--- src/core/sdio_pkg.sv ---
package sdio_pkg;

    // Register offsets of the plain register port.
    localparam logic [3:0] SDIO_CTRL_ADDR   = 4'h0;
    localparam logic [3:0] SDIO_STAT_ADDR   = 4'h1;
    localparam logic [3:0] SDIO_IRQ_ADDR    = 4'h2;
    localparam logic [3:0] SDIO_MASK_ADDR   = 4'h3;
    localparam logic [3:0] SDIO_MON0_ADDR   = 4'h4;
    localparam logic [3:0] SDIO_MON1_ADDR   = 4'h5;
    localparam logic [3:0] SDIO_FAULT_ADDR  = 4'h6;

    // Control register fields.
    localparam int CTRL_INH_POL    = 0;
    localparam int CTRL_RUN_POL    = 1;
    localparam int CTRL_ESTOP_POL  = 2;
    localparam int CTRL_RST_POL    = 3;
    localparam int CTRL_FAULT_POL  = 4;
    localparam int CTRL_HALL_EN    = 5;
    localparam int CTRL_NVM_BUSY   = 6;
    localparam int CTRL_SEL0_LSB   = 8;
    localparam int CTRL_SEL1_LSB   = 10;
    localparam int CTRL_W          = 12;
    localparam logic [CTRL_W-1:0] CTRL_RESET = 12'h020;

    // Interrupt event bits.
    localparam int IRQ_W       = 4;
    localparam int EV_INHIBIT  = 0;
    localparam int EV_ESTOP    = 1;
    localparam int EV_FAULT    = 2;
    localparam int EV_AT_SPEED = 3;

    localparam int DATA_W = 16;
    localparam int MON_W  = 12;

    // Servo update period.
    localparam int SERVO_PERIOD_NS = 50000;
    localparam int CLK_PERIOD_NS   = 10;
    localparam int SERVO_CYCLES    = SERVO_PERIOD_NS / CLK_PERIOD_NS;

    // Seven-segment patterns, bit order g f e d c b a.
    localparam logic [6:0] SEG_ZERO  = 7'h3f;
    localparam logic [6:0] SEG_EIGHT = 7'h7f;
    localparam logic [6:0] SEG_C     = 7'h39;
    localparam logic [6:0] SEG_F     = 7'h71;

    typedef enum logic [1:0]
    {
        SDIO_ST_RESET = 2'b00,
        SDIO_ST_RUN   = 2'b01,
        SDIO_ST_CLAMP = 2'b10,
        SDIO_ST_FAULT = 2'b11
    } sdio_state_type;

    // Outer segment for each of the six hall steps.
    function automatic logic [6:0] sdio_hall_seg(input logic [2:0] step);
        sdio_hall_seg = 7'h01 << step;
    endfunction

endpackage

--- src/core/sdio_sync.sv ---
`timescale 1ns/10ps

module sdio_sync import sdio_pkg::*;
#(
    parameter int W = 4
)
(
    // Clock and reset.
    input  wire logic         clk_i,
    input  wire logic         reset_n_i,
    // Raw and synchronised levels.
    input  wire logic [W-1:0] async_i,
    input  wire logic [W-1:0] pol_i,
    output logic      [W-1:0] active_o
);

    logic [W-1:0] meta_q;
    logic [W-1:0] sync_q;
    logic [W-1:0] active_q;
    logic [W-1:0] active_d;

    // The first stage feeds only the second stage.
    always_comb
    begin
        active_d = ~(sync_q ^ pol_i);
    end

    always_ff @(posedge clk_i or negedge reset_n_i)
    begin
        if (!reset_n_i)
        begin
            // Idle pins sit high under the default active-low setting, so the
            // stages start there; zeros would fake active inputs after reset.
            meta_q   <= '1;
            sync_q   <= '1;
            active_q <= '0;
        end
        else
        begin
            meta_q   <= async_i;
            sync_q   <= meta_q;
            active_q <= active_d;
        end
    end

    assign active_o = active_q;
endmodule

--- src/core/sdio_mon.sv ---
`timescale 1ns/10ps

module sdio_mon import sdio_pkg::*;
#(
    parameter int PERIOD = SERVO_CYCLES
)
(
    // Clock and reset.
    input  wire logic             clk_i,
    input  wire logic             reset_n_i,
    // Control.
    input  wire logic             hold_i,
    input  wire logic [MON_W-1:0] src0_i,
    input  wire logic [MON_W-1:0] src1_i,
    // Monitor codes.
    output logic      [MON_W-1:0] mon0_o,
    output logic      [MON_W-1:0] mon1_o,
    output logic                  tick_o
);

    logic [$clog2(PERIOD)-1:0] cnt_q;
    logic [$clog2(PERIOD)-1:0] cnt_d;
    logic                      tick_q;
    logic                      tick_d;
    logic [MON_W-1:0]          mon0_q;
    logic [MON_W-1:0]          mon0_d;
    logic [MON_W-1:0]          mon1_q;
    logic [MON_W-1:0]          mon1_d;

    always_comb
    begin
        tick_d = (cnt_q == ($clog2(PERIOD))'(PERIOD - 1));
        cnt_d  = tick_d ? '0 : cnt_q + 1'b1;
        mon0_d = mon0_q;
        mon1_d = mon1_q;
        // Outputs freeze while parameters move to or from storage.
        if (tick_d && !hold_i)
        begin
            mon0_d = src0_i;
            mon1_d = src1_i;
        end
    end

    always_ff @(posedge clk_i or negedge reset_n_i)
    begin
        if (!reset_n_i)
        begin
            cnt_q  <= '0;
            tick_q <= 1'b0;
            mon0_q <= '0;
            mon1_q <= '0;
        end
        else
        begin
            cnt_q  <= cnt_d;
            tick_q <= tick_d;
            mon0_q <= mon0_d;
            mon1_q <= mon1_d;
        end
    end

    assign mon0_o = mon0_q;
    assign mon1_o = mon1_q;
    assign tick_o = tick_q;
endmodule

--- src/core/sdio_top.sv ---
// Overview of operation
// - Hall mode lights one outer segment
// - Six segments step once per commutation cycle
// - Hall unused shows zero pattern
// - Clamp or fault replaces hall segment
// - Inhibit frees motor and shows C
// - Run/hold ignores command, stage stays enabled
// - Emergency stop disables stage, shows C
// - Input polarities selectable by configuration
// - Reset polarity configurable, shows 8
// - Reset clears latched faults and state
// - Fault output with configurable polarity
// - Relay closed only while at speed
// - Two 12-bit monitor outputs
// - Monitors update once per servo period
// - Monitors suspended during storage access
//
// The address map and the strobed register port were chosen for this implementation.
`timescale 1ns/10ps

module sdio_top import sdio_pkg::*;
#(
    parameter int SERVO_PERIOD = SERVO_CYCLES
)
(
    // Clock and reset.
    input  wire logic              clk_i,
    input  wire logic              reset_n_i,
    // Register port.
    input  wire logic [3:0]        addr_i,
    input  wire logic [DATA_W-1:0] wdata_i,
    input  wire logic              wr_i,
    input  wire logic              rd_i,
    output logic      [DATA_W-1:0] rdata_o,
    // Discrete inputs from the controller.
    input  wire logic              inhibit_i,
    input  wire logic              run_hold_i,
    input  wire logic              estop_i,
    input  wire logic              ext_reset_i,
    // Internal status from the drive core.
    input  wire logic [2:0]        hall_i,
    input  wire logic              fault_event_i,
    input  wire logic              at_speed_i,
    input  wire logic [MON_W-1:0]  sig_a_i,
    input  wire logic [MON_W-1:0]  sig_b_i,
    input  wire logic [MON_W-1:0]  sig_c_i,
    input  wire logic [MON_W-1:0]  sig_d_i,
    // Discrete and display outputs.
    output logic [6:0]             seg_o,
    output logic                   stage_en_o,
    output logic                   cmd_en_o,
    output logic                   estop_run_o,
    output logic                   core_reset_o,
    output logic                   fault_o,
    output logic                   relay_o,
    output logic [MON_W-1:0]       mon0_o,
    output logic [MON_W-1:0]       mon1_o,
    output logic                   irq_o
);

    ////////////////////////////////////////////////////////////////////////////

    logic [CTRL_W-1:0] ctrl_q;
    logic [CTRL_W-1:0] ctrl_d;
    logic [IRQ_W-1:0]  irq_q;
    logic [IRQ_W-1:0]  irq_d;
    logic [IRQ_W-1:0]  mask_q;
    logic [IRQ_W-1:0]  mask_d;
    logic [DATA_W-1:0] rdata_q;
    logic [DATA_W-1:0] rdata_d;
    logic              fault_lat_q;
    logic              fault_lat_d;
    logic [2:0]        step_q;
    logic [2:0]        step_d;
    logic [2:0]        hall_q;
    logic [6:0]        seg_q;
    logic [6:0]        seg_d;
    sdio_state_type    state_q;
    sdio_state_type    state_d;
    logic              stage_en_q;
    logic              cmd_en_q;
    logic              estop_run_q;
    logic              core_reset_q;
    logic              fault_q;
    logic              relay_q;
    logic              irq_out_q;
    logic              at_speed_q;
    logic [3:0]        act;
    logic [3:0]        pol;
    logic [IRQ_W-1:0]  events;
    logic              inh_act;
    logic              run_act;
    logic              est_act;
    logic              rst_act;
    logic              mon_tick;
    logic [MON_W-1:0]  src0;
    logic [MON_W-1:0]  src1;

    // Picks one of four internal signals for a monitor channel.
    function automatic logic [MON_W-1:0] pick(input logic [1:0] sel);
        unique case (sel)
            2'b00: pick = sig_a_i;
            2'b01: pick = sig_b_i;
            2'b10: pick = sig_c_i;
            2'b11: pick = sig_d_i;
        endcase
    endfunction

    ////////////////////////////////////////////////////////////////////////////

    assign pol = {ctrl_q[CTRL_RST_POL], ctrl_q[CTRL_ESTOP_POL],
                  ctrl_q[CTRL_RUN_POL], ctrl_q[CTRL_INH_POL]};

    sdio_sync #(.W(4)) u_sync
    (
        .clk_i     (clk_i),
        .reset_n_i (reset_n_i),
        .async_i   ({ext_reset_i, estop_i, run_hold_i, inhibit_i}),
        .pol_i     (pol),
        .active_o  (act)
    );

    assign inh_act = act[0];
    assign run_act = act[1];
    assign est_act = act[2];
    assign rst_act = act[3];
    assign src0    = pick(ctrl_q[CTRL_SEL0_LSB +: 2]);
    assign src1    = pick(ctrl_q[CTRL_SEL1_LSB +: 2]);

    sdio_mon #(.PERIOD(SERVO_PERIOD)) u_mon
    (
        .clk_i     (clk_i),
        .reset_n_i (reset_n_i),
        .hold_i    (ctrl_q[CTRL_NVM_BUSY]),
        .src0_i    (src0),
        .src1_i    (src1),
        .mon0_o    (mon0_o),
        .mon1_o    (mon1_o),
        .tick_o    (mon_tick)
    );

    ////////////////////////////////////////////////////////////////////////////
    // Register port and interrupts.

    // Inhibit and stop are levels, so their status bits keep setting while the
    // input stays active; a read clears them only once the input is released.
    assign events = {at_speed_i & ~at_speed_q, fault_event_i, est_act, inh_act};

    always_comb
    begin
        ctrl_d  = ctrl_q;
        mask_d  = mask_q;
        irq_d   = irq_q;
        rdata_d = '0;
        if (wr_i && addr_i == SDIO_CTRL_ADDR)
        begin
            ctrl_d = wdata_i[CTRL_W-1:0];
        end
        if (wr_i && addr_i == SDIO_MASK_ADDR)
        begin
            mask_d = wdata_i[IRQ_W-1:0];
        end
        if (rd_i)
        begin
            unique case (addr_i)
                SDIO_CTRL_ADDR:  rdata_d = DATA_W'(ctrl_q);
                SDIO_STAT_ADDR:  rdata_d = DATA_W'({state_q, seg_q});
                SDIO_IRQ_ADDR:   rdata_d = DATA_W'(irq_q);
                SDIO_MASK_ADDR:  rdata_d = DATA_W'(mask_q);
                SDIO_MON0_ADDR:  rdata_d = DATA_W'(mon0_o);
                SDIO_MON1_ADDR:  rdata_d = DATA_W'(mon1_o);
                SDIO_FAULT_ADDR: rdata_d = DATA_W'(fault_lat_q);
                default:         rdata_d = '0;
            endcase
            if (addr_i == SDIO_IRQ_ADDR)
            begin
                irq_d = '0;
            end
        end
        // A new event beats the read clear.
        irq_d = irq_d | events;
    end

    ////////////////////////////////////////////////////////////////////////////
    // Drive state, display and discrete outputs.

    always_comb
    begin
        fault_lat_d = fault_lat_q | fault_event_i;
        step_d      = step_q;
        // Hall code changes advance the ring; a full ring is two poles.
        if (hall_i != hall_q)
        begin
            step_d = (step_q == 3'h5) ? 3'h0 : step_q + 3'h1;
        end
        if (rst_act)
        begin
            state_d     = SDIO_ST_RESET;
            fault_lat_d = 1'b0;
            step_d      = 3'h0;
        end
        else if (fault_lat_q)
        begin
            state_d = SDIO_ST_FAULT;
        end
        else if (inh_act || est_act)
        begin
            state_d = SDIO_ST_CLAMP;
        end
        else
        begin
            state_d = SDIO_ST_RUN;
        end
        unique case (state_q)
            SDIO_ST_RESET: seg_d = SEG_EIGHT;
            SDIO_ST_CLAMP: seg_d = SEG_C;
            SDIO_ST_FAULT: seg_d = SEG_F;
            SDIO_ST_RUN:   seg_d = ctrl_q[CTRL_HALL_EN] ? sdio_hall_seg(step_q)
                                                        : SEG_ZERO;
        endcase
    end

    always_ff @(posedge clk_i or negedge reset_n_i)
    begin
        if (!reset_n_i)
        begin
            ctrl_q       <= CTRL_RESET;
            mask_q       <= '0;
            irq_q        <= '0;
            rdata_q      <= '0;
            fault_lat_q  <= 1'b0;
            step_q       <= 3'h0;
            hall_q       <= 3'h0;
            seg_q        <= SEG_EIGHT;
            state_q      <= SDIO_ST_RESET;
            stage_en_q   <= 1'b0;
            cmd_en_q     <= 1'b0;
            estop_run_q  <= 1'b0;
            core_reset_q <= 1'b1;
            fault_q      <= 1'b0;
            relay_q      <= 1'b0;
            irq_out_q    <= 1'b0;
            at_speed_q   <= 1'b0;
        end
        else
        begin
            ctrl_q       <= ctrl_d;
            mask_q       <= mask_d;
            irq_q        <= irq_d;
            rdata_q      <= rdata_d;
            fault_lat_q  <= fault_lat_d;
            step_q       <= step_d;
            hall_q       <= hall_i;
            seg_q        <= seg_d;
            state_q      <= state_d;
            stage_en_q   <= (state_d == SDIO_ST_RUN);
            cmd_en_q     <= (state_d == SDIO_ST_RUN) && !run_act;
            estop_run_q  <= est_act && !rst_act;
            core_reset_q <= rst_act;
            fault_q      <= fault_lat_d ~^ ctrl_q[CTRL_FAULT_POL];
            relay_q      <= at_speed_i;
            irq_out_q    <= |(irq_d & mask_d);
            at_speed_q   <= at_speed_i;
        end
    end

    assign rdata_o      = rdata_q;
    assign seg_o        = seg_q;
    assign stage_en_o   = stage_en_q;
    assign cmd_en_o     = cmd_en_q;
    assign estop_run_o  = estop_run_q;
    assign core_reset_o = core_reset_q;
    assign fault_o      = fault_q;
    assign relay_o      = relay_q;
    assign irq_o        = irq_out_q;
endmodule

--- config.mk ---
export PLATFORM = sky130hd
export DESIGN_NAME = sdio_top
export DESIGN_NICKNAME = d
export VERILOG_FILES = /design/src/core/sdio_pkg.sv /design/src/core/sdio_sync.sv /design/src/core/sdio_mon.sv /design/src/core/sdio_top.sv
export SDC_FILE = /design/constraint.sdc
export NUM_CORES = 1
export LEC_CHECK = 0
export BUFFER_PORTS_ARGS = -buffer_cell sky130_fd_sc_hd__buf_2
export CORE_UTILIZATION = 44
export CTS_BUF_LIST = sky130_fd_sc_hd__clkbuf_4 sky130_fd_sc_hd__clkbuf_8
export CTS_CLUSTER_SIZE = 10
export DETAILED_ROUTE_END_ITERATION = 6
export MAX_ROUTING_LAYER = met4
export PLACE_DENSITY = 0.68
export SYNTH_ARGS = -nofsm -noshare
export SYNTH_HDL_FRONTEND = slang
export SYNTH_SLANG_ARGS = --single-unit
--- constraint.sdc ---
create_clock -name clk_i -period 5.4 [get_ports clk_i]
set_input_delay 0.27 -clock clk_i [delete_from_list [all_inputs] [get_ports clk_i]]
set_output_delay 0.27 -clock clk_i [all_outputs]
set_load 0.03 [all_outputs]
## After elaboration in Yosys (flattened, before gate mapping)

Index checks and enable logic that the tools add are counted.

| operators by class | value |
|---|---|
| shifts and indexed selects | 1 |
| reduce and logical (&&, ||, !) cells | 15 |
| div/mod/pow operators | 0 |
| mux-type cells | 17 |
| $add $sub $neg | 2 |
| eq/ne operators | 19 |
| multipliers | 0 |
| bitwise gates (word level) | 8 |
| order comparisons | 0 |

Operators with widths:

| cell | number |
|---|---|
| case mux 12 bit (4 select lines) | 2 |
| case mux 12 bit (7 select lines) | 1 |
| case mux 7 bit (4 select lines) | 1 |
| adder 13 x 1 -> 13 bit, second input constant | 1 |
| == test 13 bit, second input constant | 1 |
| two-way mux 13 bit | 1 |
| == test 2 bit, second input constant | 6 |
| == test 4 x 3 -> 1 bit, second input constant | 3 |
| two-way mux 12 bit | 1 |
| two-way mux 4 bit | 3 |
| two-way mux 3 bit | 3 |
| == test 2 x 1 -> 1 bit, second input constant | 4 |
| == test 4 x 2 -> 1 bit, second input constant | 2 |
| two-way mux 7 bit | 1 |
| left shift 1 x 3 -> 7 bit, first input constant | 1 |
| logical NOT 2 bit | 3 |
| two-way mux 2 bit | 3 |
| logical AND 1 bit | 5 |
| AND 4 bit | 1 |
| == test 4 x 1 -> 1 bit, second input constant | 1 |
| logical NOT 4 bit | 1 |
| inverter 4 bit | 1 |
| bitwise OR 4 bit | 1 |
| OR reduction 4 bit | 1 |
| 12 further kinds | 14 |

| storage, ports and cells | value |
|---|---|
| ROM bits | 0 |
| bits in writable memories | 0 |
| memories | 0 |
| register bits after elaboration | 108 |
| output and inout bits | 54 |
| logic and storage cells | 84 |
| bits in latches | 0 |
| input port bits | 81 |

## Logic depth before layout (Yosys ltp)

Gate-level depths: netlist of run 1.

| logic depth | value |
|---|---|
| depth after elaboration | 6 |
| mapped depth | 7 |
| mapped depth without buffers | 5 |

## By module

A second synthesis of run 1 with hierarchy kept.

| second synthesis, totals | value |
|---|---|
| cell total of the unflattened synthesis | 370 |
| area total of the unflattened synthesis | 5108.6 um^2 |

Modules (own cells, without submodules):

| module | instances | area each (um^2) | cells each | seq. area each (um^2) |
|---|---|---|---|---|
| sdio_top | 1 | 3196.8 | 243 | 1387.6 |
| sdio_mon | 1 | 1566.5 | 111 | 950.9 |
| sdio_sync | 1 | 345.3 | 16 | 310.3 |

## Worst setup path after synthesis of run 1

Ideal clock, no wire load.

| path | value |
|---|---|
| path kind | register to register |
| start | register u_mon.cnt_q[5] |
| end | register u_mon.mon0_q[0] (netlist: u_mon.mon0_o[0]) |
| period minus slack after synthesis | 2.169 ns |
| data required time | 5.275 ns |
| library setup time | 0.125 ns |
| path buffers | 2 |
| arrival | 2.044 ns |
| stages on the path, launching flop included | 7 |
| setup slack | 3.231 ns |
| cell sequence | dfrtp_1 -> or4_4 -> nor4_4 -> and2b_1 -> buf_6 -> buf_12 -> mux2_4 |

| between the ends | value |
|---|---|
| word-level cells in the longest chain between the ends | 2 |

RTL lines:

| what | RTL line | source |
|---|---|---|
| start, declared | sdio_mon.sv:21 | `logic [$clog2(PERIOD)-1:0] cnt_q;` |
| start signal, assigned | sdio_mon.sv:55 | `cnt_q <= cnt_d;` |
| == test 13 bit | sdio_mon.sv:32 | `tick_d = (cnt_q == ($clog2(PERIOD))'(PERIOD - 1));` |
| logical AND 1 bit | sdio_mon.sv:37 | `if (tick_d && !hold_i)` |
| end signal, assigned | sdio_mon.sv:57 | `mon0_q <= mon0_d;` |
| end, declared | sdio_mon.sv:25 | `logic [MON_W-1:0] mon0_q;` |

No other way between the ends.
A chain may end at the register's enable or synchronous reset.

## Final worst setup path of run 1

| path | value |
|---|---|
| start | register u_mon.cnt_q[5] |
| end | register u_mon.mon0_q[4] (netlist: u_mon.mon0_o[4]) |

The elaborated chain is that of the path after synthesis.

==> run summary, run 1 <==
Global route
- **maximum number of pins on one net before global-route repair** 59
- **via count of the first global-routing pass** 3428
- **Congestion Overflow GR** 0
- **most used routing layer** met2
- **initial antenna violation count** 0
- **met3 GRT Util** 0.0389
- **met1 Usage GRT** 0.278
- **Overall Global Routing Usage** 0.209
- **global-route wire length before repair** 17700 µm
- **met2 routing resource usage after global routing** 0.335

Floorplanning
- **Total Die Area** 11800 µm²
- **I/O pin count** 135
- **initial core utilization** 0.456
- **height of the chip** 109 µm
- **number of cell rows** 38
- **Die W** 109 µm
- **area of the placeable core** 11000 µm²

Yosys
- **Post-Synthesis Mean Instance Area** 13.6 µm²
- **number of flops mapped to enable cells by yosys** 0
- **synthesized area** 5010 µm²
- **number of distinct library cell variants in the gate-level netlist after synthesis** 52
- **ys flop type** sky130_fd_sc_hd__dfrtp_1
- **synth top area cells** sky130_fd_sc_hd__dfrtp_1, sky130_fd_sc_hd__mux4_2, sky130_fd_sc_hd__dfstp_2
- **synthesized flop and latch total** 104
- **total number of yosys warnings** 0
- **Cells after Synth** 368
- **area fraction of the dominant cell type after synthesis** 0.434
- **Seq/Total Area, Yosys** 0.523
- **post-synthesis async set-or-reset flop share** 1.00
- **largest area contributor in the synthesized netlist** sky130_fd_sc_hd__dfrtp_1

Drt
- **violation count after the first detailed-routing iteration** 188
- **total number of vias** 3430
- **antenna violation net count after detailed routing** 0
- **routed via count divided by cell count** 5.41
- **Initial DRT Pass Iterations** 5
- **average detailed-routed wire length per instance** 17.9 µm
- **final wirelength** 11300 µm
- **residual DRC count** 0

Worst setup path
- **endpoint arrival time on the critical path** 2.80 ns
- **cell depth of the worst flop-to-flop path** 5
- **max incr delay on CP** 0.57 ns
- **Crit path max-delay family** simple AND/OR/NAND/NOR gates
- **highest net fanout along the worst path** 24
- **crit path launch type** flip-flop
- **endpoint type of the worst setup path** flip-flop
- **sum of buffers and inverters on the critical path** 1
- **start-to-end type of the worst setup path** flip-flop to flip-flop
- **cell-by-cell trace of the critical path** or4_4, nor4_4, and2b_1, buf_4, mux2_1
- **standard cell with the maximum stage delay on the critical path** sky130_fd_sc_hd__or4_4
- **number of stages on the worst setup path** 5
- **Crit path required time** 5.64 ns

Power and ir drop
- **Static Leakage** 2.80 nW
- **Cell Pwr Density** 324 nW/µm²
- **worst ir drop on vdd** 0.167 mV
- **total power after layout** 1.94 mW

Placed design
- **detailed placer's ending HPWL** 8450 µm
- **cell area after placement** 5700 µm²
- **input/output buffers** 126
- **pre-CTS setup slack** 2.88 ns
- **Cells after DPL** 613
- **GPL Wtd Cong** 0.841

Min path
- **hold crit path type** primary input to flip-flop
- **Worst Hold Depth** 1

STA
- **Setup violations, final** 0
- **slack of the critical path** 2.84 ns
- **Post-Route Setup TNS** 0 ns
- **setup repair after global routing missed its margin** false
- **Peak Freq** 0.391 GHz
- **final number of max-transition violations** 0
- **worst setup skew after layout** 0.00995 ns
- **Tcrit/Tclk final** 0.473
- **transition time at the pin with the least slew margin** 1.16 ns
- **final critical-path required period** 2.56 ns
- **count of final hold-check violations** 0
- **Slew Limit Headroom** 0.224

Flow run
- **count of maximum capacitance violations** 0

CTS
- **clock-pin transition on the worst setup and hold timing paths** 0.10 ns
- **number of buffers on the longest clock path** 2
- **root buf cell** sky130_fd_sc_hd__clkbuf_8
- **clock latency at the later pin of the worst-skew pair** 0.36 ns
- **clock tree from TritonCTS** built
- **number of buffers created by CTS** 9
- **H-Tree Level Count** 3
- **number of setup buffers added after CTS** 0
- **Clock Sinks** 104

Final layout
- **Sequential cell area** 2620 µm²
- **number of diodes added for antenna fixing** 0
- **most common library cell in the layout ignoring fill and taps** sky130_fd_sc_hd__buf_2
- **FILL cells** 936
- **count of placed standard cells in the final layout, fillers left out** 634
- **final net count** 572
- **share of layout cells above drive strength 1** 0.435
- **area of the multi-input gates** 2230 µm²
- **Area Growth Syn to Fin** 19.3%
- **commonest non-fill, non-tap cells in the layout** sky130_fd_sc_hd__buf_2, sky130_fd_sc_hd__dfrtp_1, sky130_fd_sc_hd__nor2_1, sky130_fd_sc_hd__mux2_1, sky130_fd_sc_hd__mux4_2
- **final standard cell area without fillers** 5980 µm²

Run status
- **run status** finished clean

-- through the flow --
step / util / hold WS, ns
final: 0.544 / 0.0285
after global routing: 0.544 / 0.00976
after CTS: 0.543 / 0.00262
after detailed placement: 0.519 / 0.308
after global placement: 0.519 / 0.300
after floorplan: - / -0.0256
-- cell usage after synthesis (7+ instances only) --
master	number
sky130_fd_sc_hd__dfrtp_1	87
sky130_fd_sc_hd__nor2_1	34
sky130_fd_sc_hd__mux2_1	26
sky130_fd_sc_hd__mux4_2	25
sky130_fd_sc_hd__mux2_4	20
sky130_fd_sc_hd__clkbuf_1	17
sky130_fd_sc_hd__dfstp_2	17
sky130_fd_sc_hd__xnor2_1	11
sky130_fd_sc_hd__nand2_1	9
sky130_fd_sc_hd__nand3_1	9
sky130_fd_sc_hd__a22oi_1	8
sky130_fd_sc_hd__inv_1	7
sky130_fd_sc_hd__nor2b_1	7
-- cell type report --
type	instances	area share
inverter	7	0.00439
clock buffer	10	0.0230
clock inverter	6	0.0153
timing repair buffer	133	0.117
tap	140	0.0293
multi-input combinational	234	0.372
sequential	104	0.439
-- worst paths after layout --
kind                                    end  slack, ns             start
min reg2reg                u_sync.sync_q[2]       0.36  u_sync.meta_q[2]
max reg2reg                 u_mon.mon0_o[4]       2.84    u_mon.cnt_q[5]
max                         u_mon.mon0_o[4]       2.84    u_mon.cnt_q[5]
max in group asynchronous         mask_q[0]       3.82         reset_n_i
min in group asynchronous   u_mon.mon0_o[0]       0.45         reset_n_i
min                              at_speed_q       0.03        at_speed_i
-- power breakdown --
group          internal (mW)  total, mW  switching [mW]
Clock                  0.276      0.539           0.262
Sequential             0.877       1.00           0.123
Combinational          0.204      0.398           0.193
-- worst register-to-register path, stage by stage (launching register included) --
cell and delay, ns:
sky130_fd_sc_hd__dfrtp_1 0.44, sky130_fd_sc_hd__or4_4 0.57, sky130_fd_sc_hd__nor4_4 0.48, sky130_fd_sc_hd__and2b_1 0.19, sky130_fd_sc_hd__buf_4 0.37, sky130_fd_sc_hd__mux2_1 0.39
-- routing by layer --
layer / part of all wire / up-vias
met1: 0.45 / 1728
li1: - / 1587
met2: 0.50 / 108
met4: 0.0080 / 0
met5: 0 / -
met3: 0.044 / 7
-- sequential cells by signal (all words and copies together) (netlist names), 2 cells and up --
name,count
mask_q,4
u_mon.mon1_o,12
hall_q,3
u_mon.cnt_q,13
ctrl_q,12
rdata_o,12
u_sync.sync_q,4
seg_o,7
step_q,3
state_q,2
irq_q,4
u_sync.active_o,4
u_sync.meta_q,4
u_mon.mon0_o,12
-- repair_timing --
action / CTS / global route
gates resized for setup: 0 / 0
endpoints found under the hold margin: 44 / 2
hold buffers: 3 / 2
-- logic make-up after synthesis --
kind of cell / count (synthesis) / share of synthesized area
compound gates: 41 / 0.0622
xor+xnor: 16 / 0.0280
fa+ha+maj: 2 / 0.00499
buf+inv: 33 / 0.0357
flops: 104 / 0.523
mux: 79 / 0.248
other cells: 1 / 0.000748
simple gates: 92 / 0.0969
Power figures use the tool's default switching activity.
==> inputs of run 2 (changes only) <==
- clock period: 5.4 -> 2.59 ns (I/O delays scaled with it)
==> run 2 against run 1 <==
Via count rose by 0.87%. Register-to-register slack worse by 2.4 ns. Combinational power grew 120%. Non-clock buffer count increased by 19. Worst hold slack worse by 0.016 ns. Clock skew rose by 0.0056 ns. Highest routed layer unchanged. Cell count rose by 3.0%. Critical endpoint unchanged. Sequential power up 110%. Cell area grew 3.3%. Sequential share of layout area shrank 1.4 points.
==> run summary, run 2 (synthesis results as in run 1) <==
CTS
- **H-Tree Level Count** 3, unchanged
- **root buf cell** sky130_fd_sc_hd__clkbuf_8
- **number of buffers on the longest clock path** 2, unchanged
- **number of buffers created by CTS** 9, unchanged
- **clock tree from TritonCTS** built
- **clock-pin transition on the worst setup and hold timing paths** 0.09 ns, about the same
- **number of setup buffers added after CTS** 0, unchanged
- **clock latency at the later pin of the worst-skew pair** 0.37 ns, about the same
- **Clock Sinks** 104, unchanged
- **Resized Gates After CTS** 0, unchanged

Power and ir drop
- **worst ir drop on vdd** 0.352 mV, +110%
- **switching component of the power** 1.20 mW, +110%
- **relative contribution of combinational cells to total power** 0.214, +0.009
- **Internal Dissipation** 2.84 mW, +110%
- **Cell Pwr Density** 655 nW/µm², +100%
- **clock network power share** 0.274, -0.004
- **sequential fraction of design power** 0.511, -0.005
- **Static Leakage** 2.89 nW, +3.2%
- **share of total power consumed by net switching** 0.298, -0.000950

Placed design
- **GPL Wtd Cong** 0.835, -0.61%
- **Cells after DPL** 618, +0.82%
- **cell area after placement** 5760 µm², +1.1%
- **input/output buffers** 126, unchanged
- **detailed placer's ending HPWL** 8350 µm, -1.2%

STA
- **Tcrit/Tclk final** 0.819, +0.346
- **setup repair after global routing missed its margin** false
- **Slew Limit Headroom** 0.438, +0.214
- **Setup violations, final** 0, unchanged
- **Peak Freq** 0.471 GHz, +20%
- **final number of max-transition violations** 0, unchanged
- **worst setup skew after layout** 0.0156 ns, +0.00563 ns
- **Post-Route Setup TNS** 0 ns, unchanged
- **final critical-path required period** 2.12 ns, -0.433 ns
- **count of final hold-check violations** 0, unchanged
- **transition time at the pin with the least slew margin** 0.844 ns, -0.318 ns
- **Final Hold Slack** 0.0120 ns, -0.0164 ns

Final layout
- **commonest non-fill, non-tap cells in the layout** sky130_fd_sc_hd__buf_2, sky130_fd_sc_hd__dfrtp_1, sky130_fd_sc_hd__nor2_1, sky130_fd_sc_hd__mux2_1, sky130_fd_sc_hd__mux4_2
- **post-route core utilization** 0.562, +0.0179
- **Area Growth Syn to Fin** 23.2%
- **FILL cells** 907, -3.1%
- **most common library cell in the layout ignoring fill and taps** sky130_fd_sc_hd__buf_2
- **count of placed standard cells in the final layout, fillers left out** 653, +3.0%
- **share of layout cells above drive strength 1** 0.429, -0.00637
- **final net count** 591, +3.3%
- **flip-flop count of the largest register, all copies and words added** 13, unchanged
- **final standard cell area without fillers** 6180 µm², +3.3%
- **number of diodes added for antenna fixing** 0, unchanged
- **largest register by flop count** u_mon.cnt_q

Worst setup path
- **Crit path required time** 2.84 ns, -2.80 ns
- **endpoint type of the worst setup path** flip-flop
- **crit path launch type** flip-flop
- **cell-by-cell trace of the critical path** or4_4, nor4_4, and2b_1, buf_12, mux2_1
- **max incr delay on CP** 0.56 ns, about the same
- **standard cell with the maximum stage delay on the critical path** sky130_fd_sc_hd__or4_4
- **endpoint arrival time on the critical path** 2.37 ns, -0.43 ns
- **highest net fanout along the worst path** 24, unchanged
- **start-to-end type of the worst setup path** flip-flop to flip-flop

Floorplanning
- **height of the chip** 109 µm, unchanged
- **Total Die Area** 11800 µm², unchanged
- **area of the placeable core** 11000 µm², unchanged
- **Die W** 109 µm, unchanged
- **initial core utilization** 0.456, unchanged
- **number of cell rows** 38, unchanged
- **I/O pin count** 135, unchanged

Flow run
- **count of maximum capacitance violations** 0, unchanged

Global route
- **Overall Global Routing Usage** 0.208, -0.00132
- **initial antenna violation count** 0, unchanged
- **global-route wire length before repair** 17800 µm, +0.19%
- **via count of the first global-routing pass** 3500, +2.1%
- **maximum number of pins on one net before global-route repair** 58, -1.7%
- **Congestion Overflow GR** 0, unchanged

Drt
- **violation count after the first detailed-routing iteration** 139, -26%
- **average detailed-routed wire length per instance** 17.4 µm, -2.7%
- **residual DRC count** 0, unchanged
- **total number of vias** 3460, +0.87%
- **antenna violation net count after detailed routing** 0, unchanged
- **routed via count divided by cell count** 5.30, -2.1%
- **Initial DRT Pass Iterations** 4, -1
- **final wirelength** 11400 µm, +0.22%

Min path
- **hold crit path type** primary input to flip-flop

Run status
- **run status** finished clean

[run 2: layout make-up]
type                    count  area (µm²)  share of cell area
flip-flops and latches    104        2620               0.425
inverters                   7        26.3             0.00425
well taps                 140         175              0.0284
multi-input cells         234        2230               0.361
clock inverters             6        91.3              0.0148
clock buffers              10         131              0.0213
repair buffers            152         901               0.146
[run 2: power groups by stage]
| stage | Combinational, mW | Clock, mW | Sequential [mW] |
|---|---|---|---|
| after global placement | 0.832 | 0 | 2.10 |
| after floorplan | 0.554 | 0 | 2.09 |
| final | 0.868 | 1.11 | 2.07 |
| after CTS | 0.875 | 1.14 | 2.07 |
| after detailed placement | 0.848 | 0 | 2.10 |
| after global routing | 0.935 | 1.21 | 2.11 |
[run 2: critical path, delay by kind of cell, from the launching register on]
family	cells	cell delay [ns]
simple gates	3	1.01
buf+inv	1	0.21
mux	1	0.34
flops	1	0.43
[run 2: path summary, 6_finish.rpt]
check | slack (ns) | from | endpoint | cells after the start
worst max-delay path | 0.47 | u_mon.cnt_q[5] | u_mon.mon0_o[4] | 5
worst min-delay path | 0.01 | wdata_i[0] | ctrl_q[0] | 2
worst max register to register | 0.47 | u_mon.cnt_q[5] | u_mon.mon0_o[4] | 5
worst min register to register | 0.35 | u_sync.meta_q[0] | u_sync.sync_q[0] | 0
max in group asynchronous | 1.54 | reset_n_i | seg_o[1] | 3
min in group asynchronous | 0.32 | reset_n_i | stage_en_o | 2
[run 2: repair_timing]
action,CTS,global route
endpoints found under the hold margin,60,0
hold buffers,19,0
setup endpoints to repair,0,0
[run 2: through the flow]
step                      worst slack (ns)  total power [mW]
after floorplan                      0.421              2.64
after global placement               0.505              2.93
after detailed placement             0.491              2.95
after CTS                            0.470              4.08
after global routing                 0.387              4.25
final                                0.468              4.05
[run 2: layer usage]
metal,global-route usage,up-vias,wire length [µm]
li1,-,1621,-
met1,0.267,1726,4970
met2,0.341,97,5740
met3,0.0281,16,455
met4,0.0695,0,202
met5,-,-,0
==> inputs of run 3 (changes only) <==
- clock period: 2.59 -> 2.1 ns (I/O delays scaled with it)
==> run 3 against run 2 <==
Non-clock buffer count rose by 11. Routed wire length rose by 2.1%. Clock power increased by 14%. Combinational power is 34% higher. Critical path type unchanged. Largest cell class unchanged. Largest power group unchanged. Highest routed layer unchanged.
==> run summary, run 3 (synthesis results as in run 1) <==
Global route
- **initial antenna violation count** 0, unchanged
- **via count of the first global-routing pass** 3607, +3.1%
- **maximum number of pins on one net before global-route repair** 46, -21%
- **Overall Global Routing Usage** 0.216, +0.00817
- **Congestion Overflow GR** 0, unchanged
- **global-route wire length before repair** 18400 µm, +3.5%

Power and ir drop
- **relative contribution of combinational cells to total power** 0.235, +0.021
- **switching component of the power** 1.52 mW, +26%
- **sequential fraction of design power** 0.509, -0.002
- **worst ir drop on vdd** 0.383 mV, +8.8%
- **Static Leakage** 2.94 nW, +1.7%
- **clock network power share** 0.256, -0.018
- **share of total power consumed by net switching** 0.308, +0.0106
- **Internal Dissipation** 3.41 mW, +20%
- **Cell Pwr Density** 786 nW/µm², +20%

Placed design
- **GPL Wtd Cong** 0.841, +0.62%
- **input/output buffers** 126, unchanged
- **detailed placer's ending HPWL** 8730 µm, +4.5%
- **Cells after DPL** 626, +1.3%

Final layout
- **final net count** 602, +1.9%
- **most common library cell in the layout ignoring fill and taps** sky130_fd_sc_hd__buf_2
- **number of diodes added for antenna fixing** 0, unchanged
- **flip-flop count of the largest register, all copies and words added** 13, unchanged
- **Area Growth Syn to Fin** 25.1%
- **post-route core utilization** 0.571, +0.00854
- **count of placed standard cells in the final layout, fillers left out** 664, +1.7%
- **share of layout cells above drive strength 1** 0.435, +0.00626
- **largest register by flop count** u_mon.cnt_q
- **commonest non-fill, non-tap cells in the layout** sky130_fd_sc_hd__buf_2, sky130_fd_sc_hd__dfrtp_1, sky130_fd_sc_hd__nor2_1, sky130_fd_sc_hd__mux2_1, sky130_fd_sc_hd__mux4_2

CTS
- **H-Tree Level Count** 3, unchanged
- **number of buffers on the longest clock path** 2, unchanged
- **clock-pin transition on the worst setup and hold timing paths** 0.10 ns, about the same
- **clock tree from TritonCTS** built
- **clock latency at the later pin of the worst-skew pair** 0.36 ns, about the same
- **Clock Sinks** 104, unchanged
- **root buf cell** sky130_fd_sc_hd__clkbuf_8
- **Post-CTS Hold Fix Bufs** 22, +3
- **Resized Gates After CTS** 0, unchanged
- **number of setup buffers added after CTS** 0, unchanged
- **number of buffers created by CTS** 9, unchanged

Worst setup path
- **endpoint arrival time on the critical path** 2.24 ns, -0.13 ns
- **endpoint type of the worst setup path** flip-flop
- **max incr delay on CP** 0.54 ns, -0.02 ns
- **crit path launch type** flip-flop
- **highest net fanout along the worst path** 24, unchanged
- **start-to-end type of the worst setup path** flip-flop to flip-flop
- **cell-by-cell trace of the critical path** or4_4, nor4_4, and2b_1, buf_12, mux2_1
- **standard cell with the maximum stage delay on the critical path** sky130_fd_sc_hd__or4_4
- **Crit path required time** 2.35 ns, -0.49 ns

Drt
- **Initial DRT Pass Iterations** 6, +2
- **final wirelength** 11600 µm, +2.1%
- **average detailed-routed wire length per instance** 17.5 µm, +0.45%
- **violation count after the first detailed-routing iteration** 163, +17%
- **residual DRC count** 0, unchanged
- **antenna violation net count after detailed routing** 0, unchanged
- **total number of vias** 3561, +2.9%
- **routed via count divided by cell count** 5.36, +1.2%

STA
- **final critical-path required period** 1.98 ns, -0.139 ns
- **final number of max-transition violations** 0, unchanged
- **worst setup skew after layout** 0.0129 ns, -0.00264 ns
- **Tcrit/Tclk final** 0.945, +0.125
- **transition time at the pin with the least slew margin** 0.729 ns, -0.114 ns
- **Slew Limit Headroom** 0.510, +0.0724
- **Setup violations, final** 0, unchanged
- **setup repair after global routing missed its margin** false
- **Post-Route Setup TNS** 0 ns, unchanged
- **Peak Freq** 0.504 GHz, +7.0%
- **count of final hold-check violations** 0, unchanged

Floorplanning
- **initial core utilization** 0.456, unchanged
- **Total Die Area** 11800 µm², unchanged
- **area of the placeable core** 11000 µm², unchanged
- **number of cell rows** 38, unchanged
- **I/O pin count** 135, unchanged
- **height of the chip** 109 µm, unchanged
- **Die W** 109 µm, unchanged

Min path
- **hold crit path type** primary input to flip-flop

Flow run
- **count of maximum capacitance violations** 0, unchanged

Run status
- **run status** finished clean

[run 3: path summary, 6_finish.rpt]
kind | from | end | slack (ns) | depth (start not counted)
worst max-delay path | u_mon.cnt_q[6] | u_mon.mon0_o[2] | 0.12 | 5
worst min-delay path | addr_i[3] | rdata_o[0] | 0.18 | 3
worst max register to register | u_mon.cnt_q[6] | u_mon.mon0_o[2] | 0.12 | 5
worst min register to register | u_sync.meta_q[2] | u_sync.sync_q[2] | 0.36 | 0
max in group asynchronous | reset_n_i | u_sync.sync_q[2] | 1.13 | 3
min in group asynchronous | reset_n_i | u_sync.active_o[2] | 0.25 | 2
[run 3: area by class of cell]
type,count,area (µm²)
clock buffers,9,124
clock inverters,7,77.6
fillers,920,4710
inverters,7,26.3
multi-input cells,234,2230
flip-flops and latches,104,2620
well taps,140,175
repair buffers,163,1020
[run 3: metrics by stage]
stage | hold slack, ns | power (mW) | cell area [µm²] | worst slack (ns)
5_1_grt | 0.180 | 5.16 | 6270 | 0.0452
4_1_cts | 0.165 | 4.98 | 6270 | 0.108
6_report | 0.176 | 4.93 | 6270 | 0.116
3_3_place_gp | 0.123 | 3.65 | 5850 | 0.151
3_5_place_dp | 0.129 | 3.69 | 5850 | 0.128
2_1_floorplan | -0.191 | 3.26 | 5020 | 0.00685
[run 3: critical path: cells and delay by family, from the launching register on]
family | cells | cell delay [ns]
multiplexers | 1 | 0.34
AND/OR/NAND/NOR | 3 | 0.89
flip-flops | 1 | 0.42
buffers and inverters | 1 | 0.21
[run 3: power groups by stage]
stage	Clock, mW	Sequential, mW	Combinational (mW)
floorplan	0	2.58	0.684
global placement	0	2.54	1.11
detailed placement	0	2.55	1.14
CTS	1.30	2.51	1.17
global route	1.35	2.55	1.26
finish	1.26	2.51	1.16
[run 3: metal layers]
layer  part of all wire  track usage  up-vias
met4              0.017       0.0695        0
met3              0.050       0.0347       15
met2               0.51        0.352      110
met5                  0            -        -
li1                   -            -     1647
met1               0.43        0.277     1789
